## src/cms_pkg.sv

```systemverilog
// ==========================================================
// Notes on behaviour
// - Relative segments run from any position.
// - Profile kept until power, config, reload.
// - Saved profile restored once configured, commanding.
// - Continuous move runs in host-chosen direction.
// - Hold in continuous move decelerates, ends, final.
// - Hold in pausing move decelerates, ends, final.
// - Halt-now rising edge stops immediately.
// - Emergency-stop input rising edge stops immediately.
// - Travel-side limit stops, blocks until clear.
// - Pausing move waits one pause between segments.
// - Pausing segment sign selects shaft direction.
// - Continuous move uses magnitude, one direction.
// - Host loads all segments before starting.
// - Same load path; start bit picks type.
// - Load request edge raises active and request; the code takes it only when idle and not nv_locked after a save.
// - Host data-valid edge marks segment present.
// - Load-active stays set while accepting segments.
// - Segment-request rising edge asks next segment.
// - Validate segment, drop request, fault if bad.
// - Valid low after request drop re-requests.
// - At most sixteen segments per profile.
// - Load request low clears active and request.
// ==========================================================
package cms_pkg;
  localparam int          SEG_MAX        = 16;
  localparam int          SEG_MIN        = 2;
  localparam int          CLK_NS         = 4;
  localparam int          PAUSE_UNIT_NS  = 1000;
  localparam int          PAUSE_UNIT_CYC = PAUSE_UNIT_NS / CLK_NS;
  localparam logic [15:0] PERIOD_MIN     = 16'h0004;
  localparam logic [31:0] FLASH_MAGIC    = 32'h5a5a_c3c3;
  localparam logic [4:0]  ADR_CTRL       = 5'h00;
  localparam logic [4:0]  ADR_TGT        = 5'h04;
  localparam logic [4:0]  ADR_PAR        = 5'h08;
  localparam logic [4:0]  ADR_RUN        = 5'h0c;
  localparam logic [4:0]  ADR_STAT       = 5'h10;
  localparam int          CB_LOAD_BEGIN  = 0;
  localparam int          CB_LOAD_END    = 1;
  localparam int          CB_PUSH        = 2;
  localparam int          CB_START       = 3;
  localparam int          CB_HOLD        = 4;
  localparam int          CB_HALT        = 5;
  localparam int          CB_CLEAR       = 6;
  localparam int          CB_SAVE        = 7;
  localparam int          RB_PAUSING     = 16;
  localparam int          RB_CW          = 17;
  localparam int          RB_CCW         = 18;
  localparam int          SB_LOAD_ACT    = 0;
  localparam int          SB_SEG_REQ     = 1;
  localparam int          SB_FAULT       = 2;
  localparam int          SB_BUSY        = 3;
  localparam int          SB_VALID       = 4;
  localparam int          SB_HOST_ERR    = 5;
  localparam int          SB_PUSHING     = 6;
  localparam int          SB_CNT_LSB     = 8;

  typedef struct packed {
    logic signed [23:0] target;
    logic [15:0]        period;
    logic [15:0]        decel;
  } cms_seg_type;
endpackage : cms_pkg
```

## src/cms_link_if.sv

```systemverilog
`timescale 1ns/100ps
interface cms_link_if;
  logic                load_req;
  logic                seg_valid;
  cms_pkg::cms_seg_type seg;
  logic                start;
  logic                start_pausing;
  logic                dir_cw_req;
  logic                dir_ccw_req;
  logic [15:0]         pause_time;
  logic                hold;
  logic                halt_now;
  logic                clear_faults;
  logic                save_nv;
  logic                load_active;
  logic                seg_request;
  logic                cmd_fault;
  logic                busy;
  logic                profile_valid;

  modport dev (input load_req, seg_valid, seg, start, start_pausing, dir_cw_req, dir_ccw_req,
               pause_time, hold, halt_now, clear_faults, save_nv,
               output load_active, seg_request, cmd_fault, busy, profile_valid);
  modport host (output load_req, seg_valid, seg, start, start_pausing, dir_cw_req, dir_ccw_req,
                pause_time, hold, halt_now, clear_faults, save_nv,
                input load_active, seg_request, cmd_fault, busy, profile_valid);
endinterface : cms_link_if

```

## src/cms_device.sv

```systemverilog
`timescale 1ns/100ps
module cms_device (
  input  wire logic core_clk,
  input  wire logic resetn,
  cms_link_if.dev   link,
  input  wire logic estop_pin,
  input  wire logic lim_cw_pin,
  input  wire logic lim_ccw_pin,
  input  wire logic configured,
  input  wire logic cmd_mode,
  input  wire logic config_load,
  output logic      step,
  output logic      dir_cw,
  output logic      nv_locked
);
  typedef enum logic [2:0] {S_IDLE, S_LREQ, S_LCHK, S_LWAIT, S_RUN, S_PAUSE} cms_dev_state_type;

  typedef struct packed {
    cms_dev_state_type st;
    logic        ld;
    logic        sreq;
    logic        flt;
    logic        busy;
    logic        valid;
    logic        fl_use;
    logic        cont;
    logic        rdir;
    logic        dir;
    logic        step;
    logic        hold;
    logic        sv;
    logic        lock;
    logic        rest_done;
    logic        blk_cw;
    logic        blk_ccw;
    logic [3:0]  idx;
    logic [4:0]  cnt;
    logic [23:0] left;
    logic [15:0] tick;
    logic [15:0] pcnt;
    logic [7:0]  pre;
    logic        p_ld;
    logic        p_sv;
    logic        p_st;
    logic        p_hd;
    logic        p_hn;
    logic        p_es;
    logic [1:0]  es_s;
    logic [1:0]  lw_s;
    logic [1:0]  lc_s;
  } cms_dev_reg_type;

  localparam logic [4:0] SEG_MAX_W  = 5'(cms_pkg::SEG_MAX);
  localparam logic [4:0] SEG_MIN_W  = 5'(cms_pkg::SEG_MIN);
  localparam logic [7:0] PRE_RELOAD = 8'(cms_pkg::PAUSE_UNIT_CYC - 1);

  cms_dev_reg_type      q;
  cms_dev_reg_type      d;
  cms_pkg::cms_seg_type ram   [cms_pkg::SEG_MAX];
  cms_pkg::cms_seg_type flash [cms_pkg::SEG_MAX];
  logic [4:0]           flash_cnt;
  logic [31:0]          flash_sig;
  logic                 es_rise;
  logic                 hn_rise;
  logic                 ld_rise;
  logic                 sv_rise;
  logic                 st_rise;
  logic                 hd_rise;
  logic                 go;
  logic [3:0]           gi;
  logic                 bad;
  logic                 wr_seg;
  logic                 ld_exit;
  logic                 lim_dir;
  cms_pkg::cms_seg_type s;

  function automatic logic [23:0] mag_of(input logic signed [23:0] t);
    mag_of = t[23] ? 24'(-t) : 24'(t);
  endfunction : mag_of

  function automatic cms_pkg::cms_seg_type rd_seg(input logic [3:0] i);
    rd_seg = q.fl_use ? flash[i] : ram[i];
  endfunction : rd_seg

  // ==========================================================
  // Next state
  always_comb
  begin
    d        = q;
    d.es_s   = {q.es_s[0], estop_pin};
    d.lw_s   = {q.lw_s[0], lim_cw_pin};
    d.lc_s   = {q.lc_s[0], lim_ccw_pin};
    d.p_es   = q.es_s[1];
    d.p_ld   = link.load_req;
    d.p_sv   = link.seg_valid;
    d.p_st   = link.start;
    d.p_hd   = link.hold;
    d.p_hn   = link.halt_now;
    d.step   = 1'b0;
    es_rise  = q.es_s[1] & ~q.p_es;
    hn_rise  = link.halt_now & ~q.p_hn;
    ld_rise  = link.load_req & ~q.p_ld;
    sv_rise  = link.seg_valid & ~q.p_sv;
    st_rise  = link.start & ~q.p_st;
    hd_rise  = link.hold & ~q.p_hd;
    go       = 1'b0;
    gi       = 4'h0;
    wr_seg   = 1'b0;
    ld_exit  = 1'b0;
    s        = rd_seg(q.idx);
    bad      = (q.cnt == SEG_MAX_W) || (mag_of(link.seg.target) == 24'h00_0000) ||
               (link.seg.period < cms_pkg::PERIOD_MIN);
    lim_dir  = q.dir ? q.lw_s[1] : q.lc_s[1];
    if (link.clear_faults)
    begin
      d.flt     = 1'b0;
      d.blk_cw  = 1'b0;
      d.blk_ccw = 1'b0;
    end
    if (config_load)
    begin
      d.valid  = 1'b0;
      d.fl_use = 1'b0;
    end
    if (!q.rest_done && configured && cmd_mode)
    begin
      d.rest_done = 1'b1;
      if (flash_sig == cms_pkg::FLASH_MAGIC && !q.valid && !config_load)
      begin
        d.valid  = 1'b1;
        d.fl_use = 1'b1;
        d.cnt    = flash_cnt;
      end
    end
    case (q.st)
      S_IDLE:
      begin
        if (q.lock)
        begin
          d.busy = 1'b0;
        end
        else if (ld_rise)
        begin
          d.st     = S_LREQ;
          d.ld     = 1'b1;
          d.sreq   = 1'b1;
          d.cnt    = 5'h00;
          d.valid  = 1'b0;
          d.fl_use = 1'b0;
          d.sv     = link.save_nv;
        end
        else if (st_rise)
        begin
          if (!q.valid)
          begin
            d.flt = 1'b1;
          end
          else if (!link.start_pausing && (link.dir_cw_req == link.dir_ccw_req))
          begin
            d.flt = 1'b1;
          end
          else
          begin
            d.cont = ~link.start_pausing;
            d.rdir = link.dir_cw_req;
            d.hold = 1'b0;
            go     = 1'b1;
          end
        end
      end
      S_LREQ:
      begin
        if (!link.load_req)
        begin
          ld_exit = 1'b1;
        end
        else if (sv_rise)
        begin
          d.st = S_LCHK;
        end
      end
      S_LCHK:
      begin
        d.sreq = 1'b0;
        d.st   = S_LWAIT;
        if (bad)
        begin
          d.flt = 1'b1;
        end
        else
        begin
          wr_seg = 1'b1;
          d.cnt  = q.cnt + 5'h01;
        end
      end
      S_LWAIT:
      begin
        if (!link.load_req)
        begin
          ld_exit = 1'b1;
        end
        else if (!link.seg_valid)
        begin
          d.sreq = 1'b1;
          d.st   = S_LREQ;
        end
      end
      S_RUN:
      begin
        if (hn_rise || es_rise)
        begin
          d.st   = S_IDLE;
          d.busy = 1'b0;
        end
        else if (lim_dir)
        begin
          d.st      = S_IDLE;
          d.busy    = 1'b0;
          d.blk_cw  = q.blk_cw | q.dir;
          d.blk_ccw = q.blk_ccw | ~q.dir;
        end
        else if (hd_rise && !q.hold)
        begin
          d.hold = 1'b1;
          d.left = (q.left < 24'(s.decel)) ? q.left : 24'(s.decel);
          if (s.decel == 16'h0000)
          begin
            d.st   = S_IDLE;
            d.busy = 1'b0;
          end
        end
        else if (q.tick <= 16'h0001)
        begin
          d.step = 1'b1;
          d.tick = s.period;
          d.left = q.left - 24'h00_0001;
          if (q.left == 24'h00_0001)
          begin
            if (q.hold || (5'(q.idx) + 5'h01 == q.cnt))
            begin
              d.st   = S_IDLE;
              d.busy = 1'b0;
            end
            else if (q.cont)
            begin
              go = 1'b1;
              gi = q.idx + 4'h1;
            end
            else
            begin
              // A zero pause still costs one idle cycle, so the direction
              // never changes under the last step of a segment.
              d.st   = S_PAUSE;
              d.pcnt = link.pause_time;
              d.pre  = (link.pause_time == 16'h0000) ? 8'h00 : PRE_RELOAD;
            end
          end
        end
        else
        begin
          d.tick = q.tick - 16'h0001;
        end
      end
      S_PAUSE:
      begin
        if (hn_rise || es_rise || hd_rise)
        begin
          d.st   = S_IDLE;
          d.busy = 1'b0;
        end
        else if (q.pre != 8'h00)
        begin
          d.pre = q.pre - 8'h01;
        end
        else if (q.pcnt <= 16'h0001)
        begin
          go = 1'b1;
          gi = q.idx + 4'h1;
        end
        else
        begin
          d.pcnt = q.pcnt - 16'h0001;
          d.pre  = PRE_RELOAD;
        end
      end
      default:
      begin
        d.st = S_IDLE;
      end
    endcase
    if (ld_exit)
    begin
      d.st    = S_IDLE;
      d.ld    = 1'b0;
      d.sreq  = 1'b0;
      d.valid = (q.cnt >= SEG_MIN_W);
      d.lock  = q.sv;
    end
    // Each segment is relative, so the start needs no preset or homing.
    if (go)
    begin
      s      = rd_seg(gi);
      d.idx  = gi;
      d.left = mag_of(s.target);
      d.tick = s.period;
      d.dir  = d.cont ? d.rdir : ~s.target[23];
      if ((d.dir && (q.blk_cw || q.lw_s[1])) || (!d.dir && (q.blk_ccw || q.lc_s[1])))
      begin
        d.st   = S_IDLE;
        d.busy = 1'b0;
        d.flt  = 1'b1;
      end
      else
      begin
        d.st   = S_RUN;
        d.busy = 1'b1;
      end
    end
  end

  // ==========================================================
  // State register
  always_ff @(posedge core_clk or negedge resetn)
  begin
    if (!resetn)
    begin
      q <= '0;
    end
    else
    begin
      q <= d;
    end
  end

  // ==========================================================
  // Profile storage
  // The flash image is not reset on purpose: reset stands for a power
  // cycle, and the saved profile must outlive it.
  always_ff @(posedge core_clk)
  begin
    if (wr_seg)
    begin
      ram[q.cnt[3:0]] <= link.seg;
      if (q.sv)
      begin
        flash[q.cnt[3:0]] <= link.seg;
      end
    end
    if (ld_exit && q.sv && q.cnt >= SEG_MIN_W)
    begin
      flash_cnt <= q.cnt;
      flash_sig <= cms_pkg::FLASH_MAGIC;
    end
  end

  assign link.load_active   = q.ld;
  assign link.seg_request   = q.sreq;
  assign link.cmd_fault     = q.flt;
  assign link.busy          = q.busy;
  assign link.profile_valid = q.valid;
  assign step               = q.step;
  assign dir_cw             = q.dir;
  assign nv_locked          = q.lock;
endmodule : cms_device

```

## src/flat_wrapper.sv

```systemverilog
// flat-port wrapper written by rule: the top's interface ports become plain ports
module cms_device_flat 
  (core_clk, resetn, estop_pin, lim_cw_pin, lim_ccw_pin, configured, cmd_mode, config_load, step, dir_cw, nv_locked, link_load_req, link_seg_valid, link_seg, link_start, link_start_pausing, link_dir_cw_req, link_dir_ccw_req, link_pause_time, link_hold, link_halt_now, link_clear_faults, link_save_nv, link_load_active, link_seg_request, link_cmd_fault, link_busy, link_profile_valid);
  cms_link_if link_i ();
  input  wire logic core_clk;
  input  wire logic resetn;
  input  wire logic estop_pin;
  input  wire logic lim_cw_pin;
  input  wire logic lim_ccw_pin;
  input  wire logic configured;
  input  wire logic cmd_mode;
  input  wire logic config_load;
  output logic step;
  output logic dir_cw;
  output logic nv_locked;
  input wire logic [$bits(link_i.load_req)-1:0] link_load_req;
  input wire logic [$bits(link_i.seg_valid)-1:0] link_seg_valid;
  input wire logic [$bits(link_i.seg)-1:0] link_seg;
  input wire logic [$bits(link_i.start)-1:0] link_start;
  input wire logic [$bits(link_i.start_pausing)-1:0] link_start_pausing;
  input wire logic [$bits(link_i.dir_cw_req)-1:0] link_dir_cw_req;
  input wire logic [$bits(link_i.dir_ccw_req)-1:0] link_dir_ccw_req;
  input wire logic [$bits(link_i.pause_time)-1:0] link_pause_time;
  input wire logic [$bits(link_i.hold)-1:0] link_hold;
  input wire logic [$bits(link_i.halt_now)-1:0] link_halt_now;
  input wire logic [$bits(link_i.clear_faults)-1:0] link_clear_faults;
  input wire logic [$bits(link_i.save_nv)-1:0] link_save_nv;
  output wire logic [$bits(link_i.load_active)-1:0] link_load_active;
  output wire logic [$bits(link_i.seg_request)-1:0] link_seg_request;
  output wire logic [$bits(link_i.cmd_fault)-1:0] link_cmd_fault;
  output wire logic [$bits(link_i.busy)-1:0] link_busy;
  output wire logic [$bits(link_i.profile_valid)-1:0] link_profile_valid;
  assign link_i.load_req = link_load_req;
  assign link_i.seg_valid = link_seg_valid;
  assign link_i.seg = link_seg;
  assign link_i.start = link_start;
  assign link_i.start_pausing = link_start_pausing;
  assign link_i.dir_cw_req = link_dir_cw_req;
  assign link_i.dir_ccw_req = link_dir_ccw_req;
  assign link_i.pause_time = link_pause_time;
  assign link_i.hold = link_hold;
  assign link_i.halt_now = link_halt_now;
  assign link_i.clear_faults = link_clear_faults;
  assign link_i.save_nv = link_save_nv;
  assign link_load_active = link_i.load_active;
  assign link_seg_request = link_i.seg_request;
  assign link_cmd_fault = link_i.cmd_fault;
  assign link_busy = link_i.busy;
  assign link_profile_valid = link_i.profile_valid;
  cms_device u_core (.core_clk(core_clk), .resetn(resetn), .link(link_i), .estop_pin(estop_pin), .lim_cw_pin(lim_cw_pin), .lim_ccw_pin(lim_ccw_pin), .configured(configured), .cmd_mode(cmd_mode), .config_load(config_load), .step(step), .dir_cw(dir_cw), .nv_locked(nv_locked));
endmodule
```

## config.mk

```make
export PLATFORM = sky130hd
export DESIGN_NAME = cms_device_flat
export DESIGN_NICKNAME = d
export VERILOG_FILES = /design/src/cms_pkg.sv /design/src/cms_link_if.sv /design/src/cms_device.sv /design/src/flat_wrapper.sv
export SDC_FILE = /design/constraint.sdc
export NUM_CORES = 2
export LEC_CHECK = 0
export BUFFER_PORTS_ARGS = -buffer_cell sky130_fd_sc_hd__buf_2
export CAP_MARGIN = 40
export CORE_ASPECT_RATIO = 1.5
export CORE_UTILIZATION = 29
export CTS_BUF_LIST = sky130_fd_sc_hd__clkbuf_4
export CTS_CLUSTER_SIZE = 14
export DETAILED_ROUTE_END_ITERATION = 6
export PLACE_DENSITY = 0.53
export SLEW_MARGIN = 20
export SYNTH_ARGS = -nofsm -noshare
export SYNTH_HDL_FRONTEND = slang
export SYNTH_SLANG_ARGS = --single-unit
```

## constraint.sdc

```tcl
create_clock -name core_clk -period 8.1 [get_ports core_clk]
set_clock_uncertainty 0.2 [all_clocks]
set_input_delay 1.215 -clock core_clk [delete_from_list [all_inputs] [get_ports core_clk]]
set_output_delay 1.215 -clock core_clk [all_outputs]
set_load 0.02 [all_outputs]
```

==> run summary <==
The first global-routing pass estimated 396000 um of wire. The TritonCTS clock tree is done. Of the total synthesized cell area, the portion taken by full adders, half adders and majority gates is 0.441%. The kind of path behind the tightest hold check is in2reg. The maximum count of clock buffers along a single path came out at 4. In this run, synthesis produced a sequential element count of 1901.

Leaving out fill and tap cells, the most frequent cell in the layout is sky130_fd_sc_hd__edfxtp_1. The number of placed instances, taps included is 9237. For this run, design rule violations remaining after detail routing come to 32. The share of layout cells above drive strength 1 is 23.9%. The total negative slack for setup checks is 0 ps. The xor/xnor cell area share of the yosys netlist is 0.389%. The sum of internal, switching and leakage power came out at 21600 uW. Leaving out fill and tap cells, the most frequent cells in the layout are sky130_fd_sc_hd__edfxtp_1, sky130_fd_sc_hd__nand2_1, sky130_fd_sc_hd__clkbuf_4. In the routed layout, each cell is associated on average with a via count of 5.37.

The wire-length estimate of the detail-placed layout is 175000 um. The die outline width is 437 um. The cell sitting at the root of the clock tree is a sky130_fd_sc_hd__clkbuf_4. The number of placed I/O pins is 98.

The number of maximum-capacitance constraint violations came out at 0. Wires add up to 281000 um. From bottom edge to top edge, the die measures 655 um. Port buffering added 97 buffers.

The first-pass iteration count of the detailed router is 7. The count of nets left with antenna violations once routing finished came out at 0. The endpoint identified for the worst register-to-register timing path is u_core.link.cmd_fault$_DFF_PN0_. In the synthesized netlist the dominant register cell turns out to be sky130_fd_sc_hd__edfxtp_1.

Dividing total power by cell area gives a power density of 227 nW/um^2. Before CTS, the worst setup slack after placement is 1180 ps. The sequential element share of the synthesized area is 68.7%.

The depth of the most critical reg-to-reg path is 16. The number of antenna violations at the first check in global routing was 19. The routed layout has 54100 vias.

The maximum resistive drop on vdd came out at 0.110 mV. The layout overhead on the synthesized area is 15.3%. The floorplan has 239 rows. STA classifies the critical path endpoint as a flip-flop. Setup repair after global routing left no endpoint under its margin. For this run, asynchronously set or reset flops after synthesis account for 5.47%. The initial detailed-routing violation count came out at 5881.

The period utilization is 75.0%. The capture point of the critical path is u_core.link.cmd_fault$_DFF_PN0_. Clock-pin slew was measured on the worst setup and hold paths at 70 ps. The largest net degree at the start of global routing is 125. The clock drives 1901 sinks. The post-layout net count is 6087. The worst-case register-to-register setup slack is 2030 ps. The simple-gate share of the synthesized area is 9.11%. The net count after synthesis is 5638.

The highest achievable clock rate is 165 MHz. The number of max-slew violations in the final report is 0. The setup path with the least slack is of type reg2reg.

The minimum period implied by the final worst setup slack is 6070 ps. The per-cell routed wire length is 27.9 um. The clock insertion delay at the later pin of the skew report came out at 1320 ps. The number of instances in the synthesized netlist is 5519.

The number of synthesis warnings came out at 0. The required arrival time at the worst endpoint is 9040 ps. The combinational family with the most area after synthesis is multiplexers.

The area of the core is 282000 um^2. The post-synthesis area per instance came out at 14.9 um^2. In this run the critical register-to-register path is launched from u_core.q[81]$_DFFE_PN0P_. The fill cell instance count of the final layout came out at 27600. The final global-route overflow total is 0. Summing all placed instances gives a cell area of 88900 um^2. At the worst endpoint, the arrival time is 7010 ps. The highest fanout seen on the critical path is 45. The aggregate global-route resource usage is 19.1%.

Summing the areas of all compound-gate instances in the mapped netlist gives 7.25% of the synthesized area. Once layout is complete, the cells apart from fillers number 10100. The total die area is 286000 um^2. At the pin with the least slew margin, the transition time is 960 ps.

The area of all placed cells without fillers came out at 94900 um^2. The worst setup path is launched from a flip-flop. Headroom to the max-slew limit came out at 35.7%. The H-tree generated during clock tree synthesis spans 5 levels. The number of endpoints failing setup at the final stage is 0. The mux share of post-synthesis cell area came out at 12.2%.

The synthesized netlist occupies a cell area of 82300 um^2. The number of global-route vias before repair is 53900. The final reports fail on design-rule violations. The number of enable flip-flop cells after synthesis came out at 1797.

In this run the worst setup path begins at u_core.q[81]$_DFFE_PN0P_. The congestion estimate from routability-driven global placement came to 0.904. The effective utilization at floorplan is 29.2%. The final hold violation count is 0.

The final setup slack of the worst path came out at 2030 ps. The flow ran to the end, but the final reports show violations. The number of clock buffers added by TritonCTS is 443.

Counting distinct cell types in the post-synthesis netlist gives 102. The reported leakage power is 0.0310 uW.
[worst max-delay path, stage by stage (launching register included)]
cell	delay, ps
sky130_fd_sc_hd__dfrtp_4	670
sky130_fd_sc_hd__ha_4	730
sky130_fd_sc_hd__xor2_1	150
sky130_fd_sc_hd__a211oi_2	310
sky130_fd_sc_hd__a21oi_2	170
sky130_fd_sc_hd__o2111a_1	550
sky130_fd_sc_hd__buf_4	340
sky130_fd_sc_hd__o21ai_4	260
sky130_fd_sc_hd__buf_4	740
sky130_fd_sc_hd__a211oi_1	180
sky130_fd_sc_hd__a311oi_1	280
sky130_fd_sc_hd__o21ai_2	80
sky130_fd_sc_hd__buf_4	250
sky130_fd_sc_hd__mux2i_1	270
sky130_fd_sc_hd__nor3_1	80
sky130_fd_sc_hd__a211oi_1	450
sky130_fd_sc_hd__nand2b_1	170
[cell usage after synthesis (9+ instances only)]
cell                        count  area (um^2)
sky130_fd_sc_hd__xnor2_1       15          131
sky130_fd_sc_hd__buf_2         72          360
sky130_fd_sc_hd__nor4_1        37          231
sky130_fd_sc_hd__nor3_1        91          455
sky130_fd_sc_hd__mux4_2       372         8380
sky130_fd_sc_hd__edfxtp_1    1797        54000
sky130_fd_sc_hd__a211oi_1      47          353
sky130_fd_sc_hd__or4_1         11         82.6
sky130_fd_sc_hd__o31ai_1       34          255
sky130_fd_sc_hd__nor2_1       439         1650
sky130_fd_sc_hd__a21oi_1      242         1210
sky130_fd_sc_hd__a22o_1        15          131
sky130_fd_sc_hd__a21o_1        10         75.1
sky130_fd_sc_hd__nand4_1       21          131
sky130_fd_sc_hd__o22ai_1       54          338
sky130_fd_sc_hd__clkbuf_1     205          769
sky130_fd_sc_hd__inv_1         31          116
sky130_fd_sc_hd__xor2_1        19          166
sky130_fd_sc_hd__nor2b_1        9         56.3
sky130_fd_sc_hd__mux2i_1      155         1550
sky130_fd_sc_hd__dfrtp_1      104         2600
sky130_fd_sc_hd__nand2_1      694         2610
sky130_fd_sc_hd__or3_1         42          263
sky130_fd_sc_hd__o311ai_0      27          236
sky130_fd_sc_hd__nand3_1      211         1060
sky130_fd_sc_hd__a31oi_1       57          357
sky130_fd_sc_hd__a22oi_1       19          143
sky130_fd_sc_hd__o21ai_1        9         45.0
sky130_fd_sc_hd__o21ai_0      272         1360
sky130_fd_sc_hd__o211ai_1      16          120
sky130_fd_sc_hd__o221ai_1      19          166
sky130_fd_sc_hd__a32oi_1       13          114
sky130_fd_sc_hd__a2bb2oi_1      9         78.8
sky130_fd_sc_hd__buf_1         71          267
sky130_fd_sc_hd__nand2b_1      23          144
sky130_fd_sc_hd__a2111oi_0     14          123
sky130_fd_sc_hd__ha_1          29          363
sky130_fd_sc_hd__and3_1        44          275
sky130_fd_sc_hd__a221oi_1      12          105
sky130_fd_sc_hd__and2_1        10         62.6
[power by group]
part | internal (uW) | total [uW] | switching (uW) | leakage, uW
clock | 3880 | 7810 | 3920 | 0.00336
combinational | 714 | 2250 | 1530 | 0.0101
sequential | 11200 | 11500 | 332 | 0.0175
[logic make-up (layout without fill, tap and decap cells)]
group           after synthesis  after routing
flops                      1901           1901
simple gates               1685           1685
compound gates              946            946
mux                         534            534
buf+inv                     389           1197
xor+xnor                     35             35
fa+ha+maj                    29             29
other cells                   0             12
[worst min-delay path by stage]
stage / to / depth (start not counted) / slack (ps) / start
after floorplan: u_core.d[6]$_DFF_PN0_ / 0 / 130 / u_core.d[5]$_DFF_PN0_
after global placement: u_core.q[3]$_DFF_PN0_ / 0 / 140 / u_core.d[3]$_DFF_PN0_
after detailed placement: u_core.q[3]$_DFF_PN0_ / 0 / 140 / u_core.d[3]$_DFF_PN0_
after CTS: u_core.q[21]$_DFFE_PN0P_ / 3 / 20 / link_pause_time[1]
after global routing: u_core.flash[4][9]$_DFFE_PP_ / 1 / 50 / link_seg[9]
final: u_core.q[87]$_DFFE_PN0P_ / 3 / 140 / configured
[per-stage QoR]
stage / hold WS [ps] / util [%]
6_report: 140 / 33.6
5_1_grt: 51.2 / 33.6
4_1_cts: 20.0 / 33.6
3_5_place_dp: 136 / 31.5
3_3_place_gp: 143 / 31.4
2_1_floorplan: 131 / -
[per-layer routing]
| metal | GRT usage [%] | routed length (um) | part of all wire [%] |
|---|---|---|---|
| met1 | 23.1 | 106000 | 38 |
| met4 | 9.72 | 14300 | 5.1 |
| met2 | 32.5 | 138000 | 49 |
| met3 | 3.76 | 21800 | 7.7 |
| met5 | 0 | 49 | 0.017 |
[repair_timing]
| item | in CTS | in global routing |
|---|---|---|
| hold buffers | 17 | 0 |
| buffers inserted | 0 | 0 |
| endpoints found under the setup margin | 0 | 0 |
| endpoints found under the hold margin | 68 | 0 |
| gates resized for setup | 0 | 0 |
[sequential cells by signal (all words and copies together) (netlist names)]
name,cells
u_core.link.seg_request,1
u_core.flash_cnt,5
u_core.link.profile_valid,1
u_core.link.cmd_fault,1
u_core.ram,896
u_core.step,1
u_core.nv_locked,1
u_core.d,4
u_core.link.busy,1
u_core.q,92
u_core.flash,896
u_core.dir_cw,1
u_core.link.load_active,1
[layout make-up]
class	count	area, um^2	area share [%]
Sequential cell	1901	56600	59.6
Clock inverter	181	1020	1.07
Clock buffer	623	4680	4.93
Timing Repair Buffer	362	3140	3.31
Multi-Input combinational cell	3229	24600	26.0
Tap cell	3735	4670	4.93
Inverter	31	121	0.128
Antenna cell	12	30.0	0.0316
(Power assumes the default switching activity.)
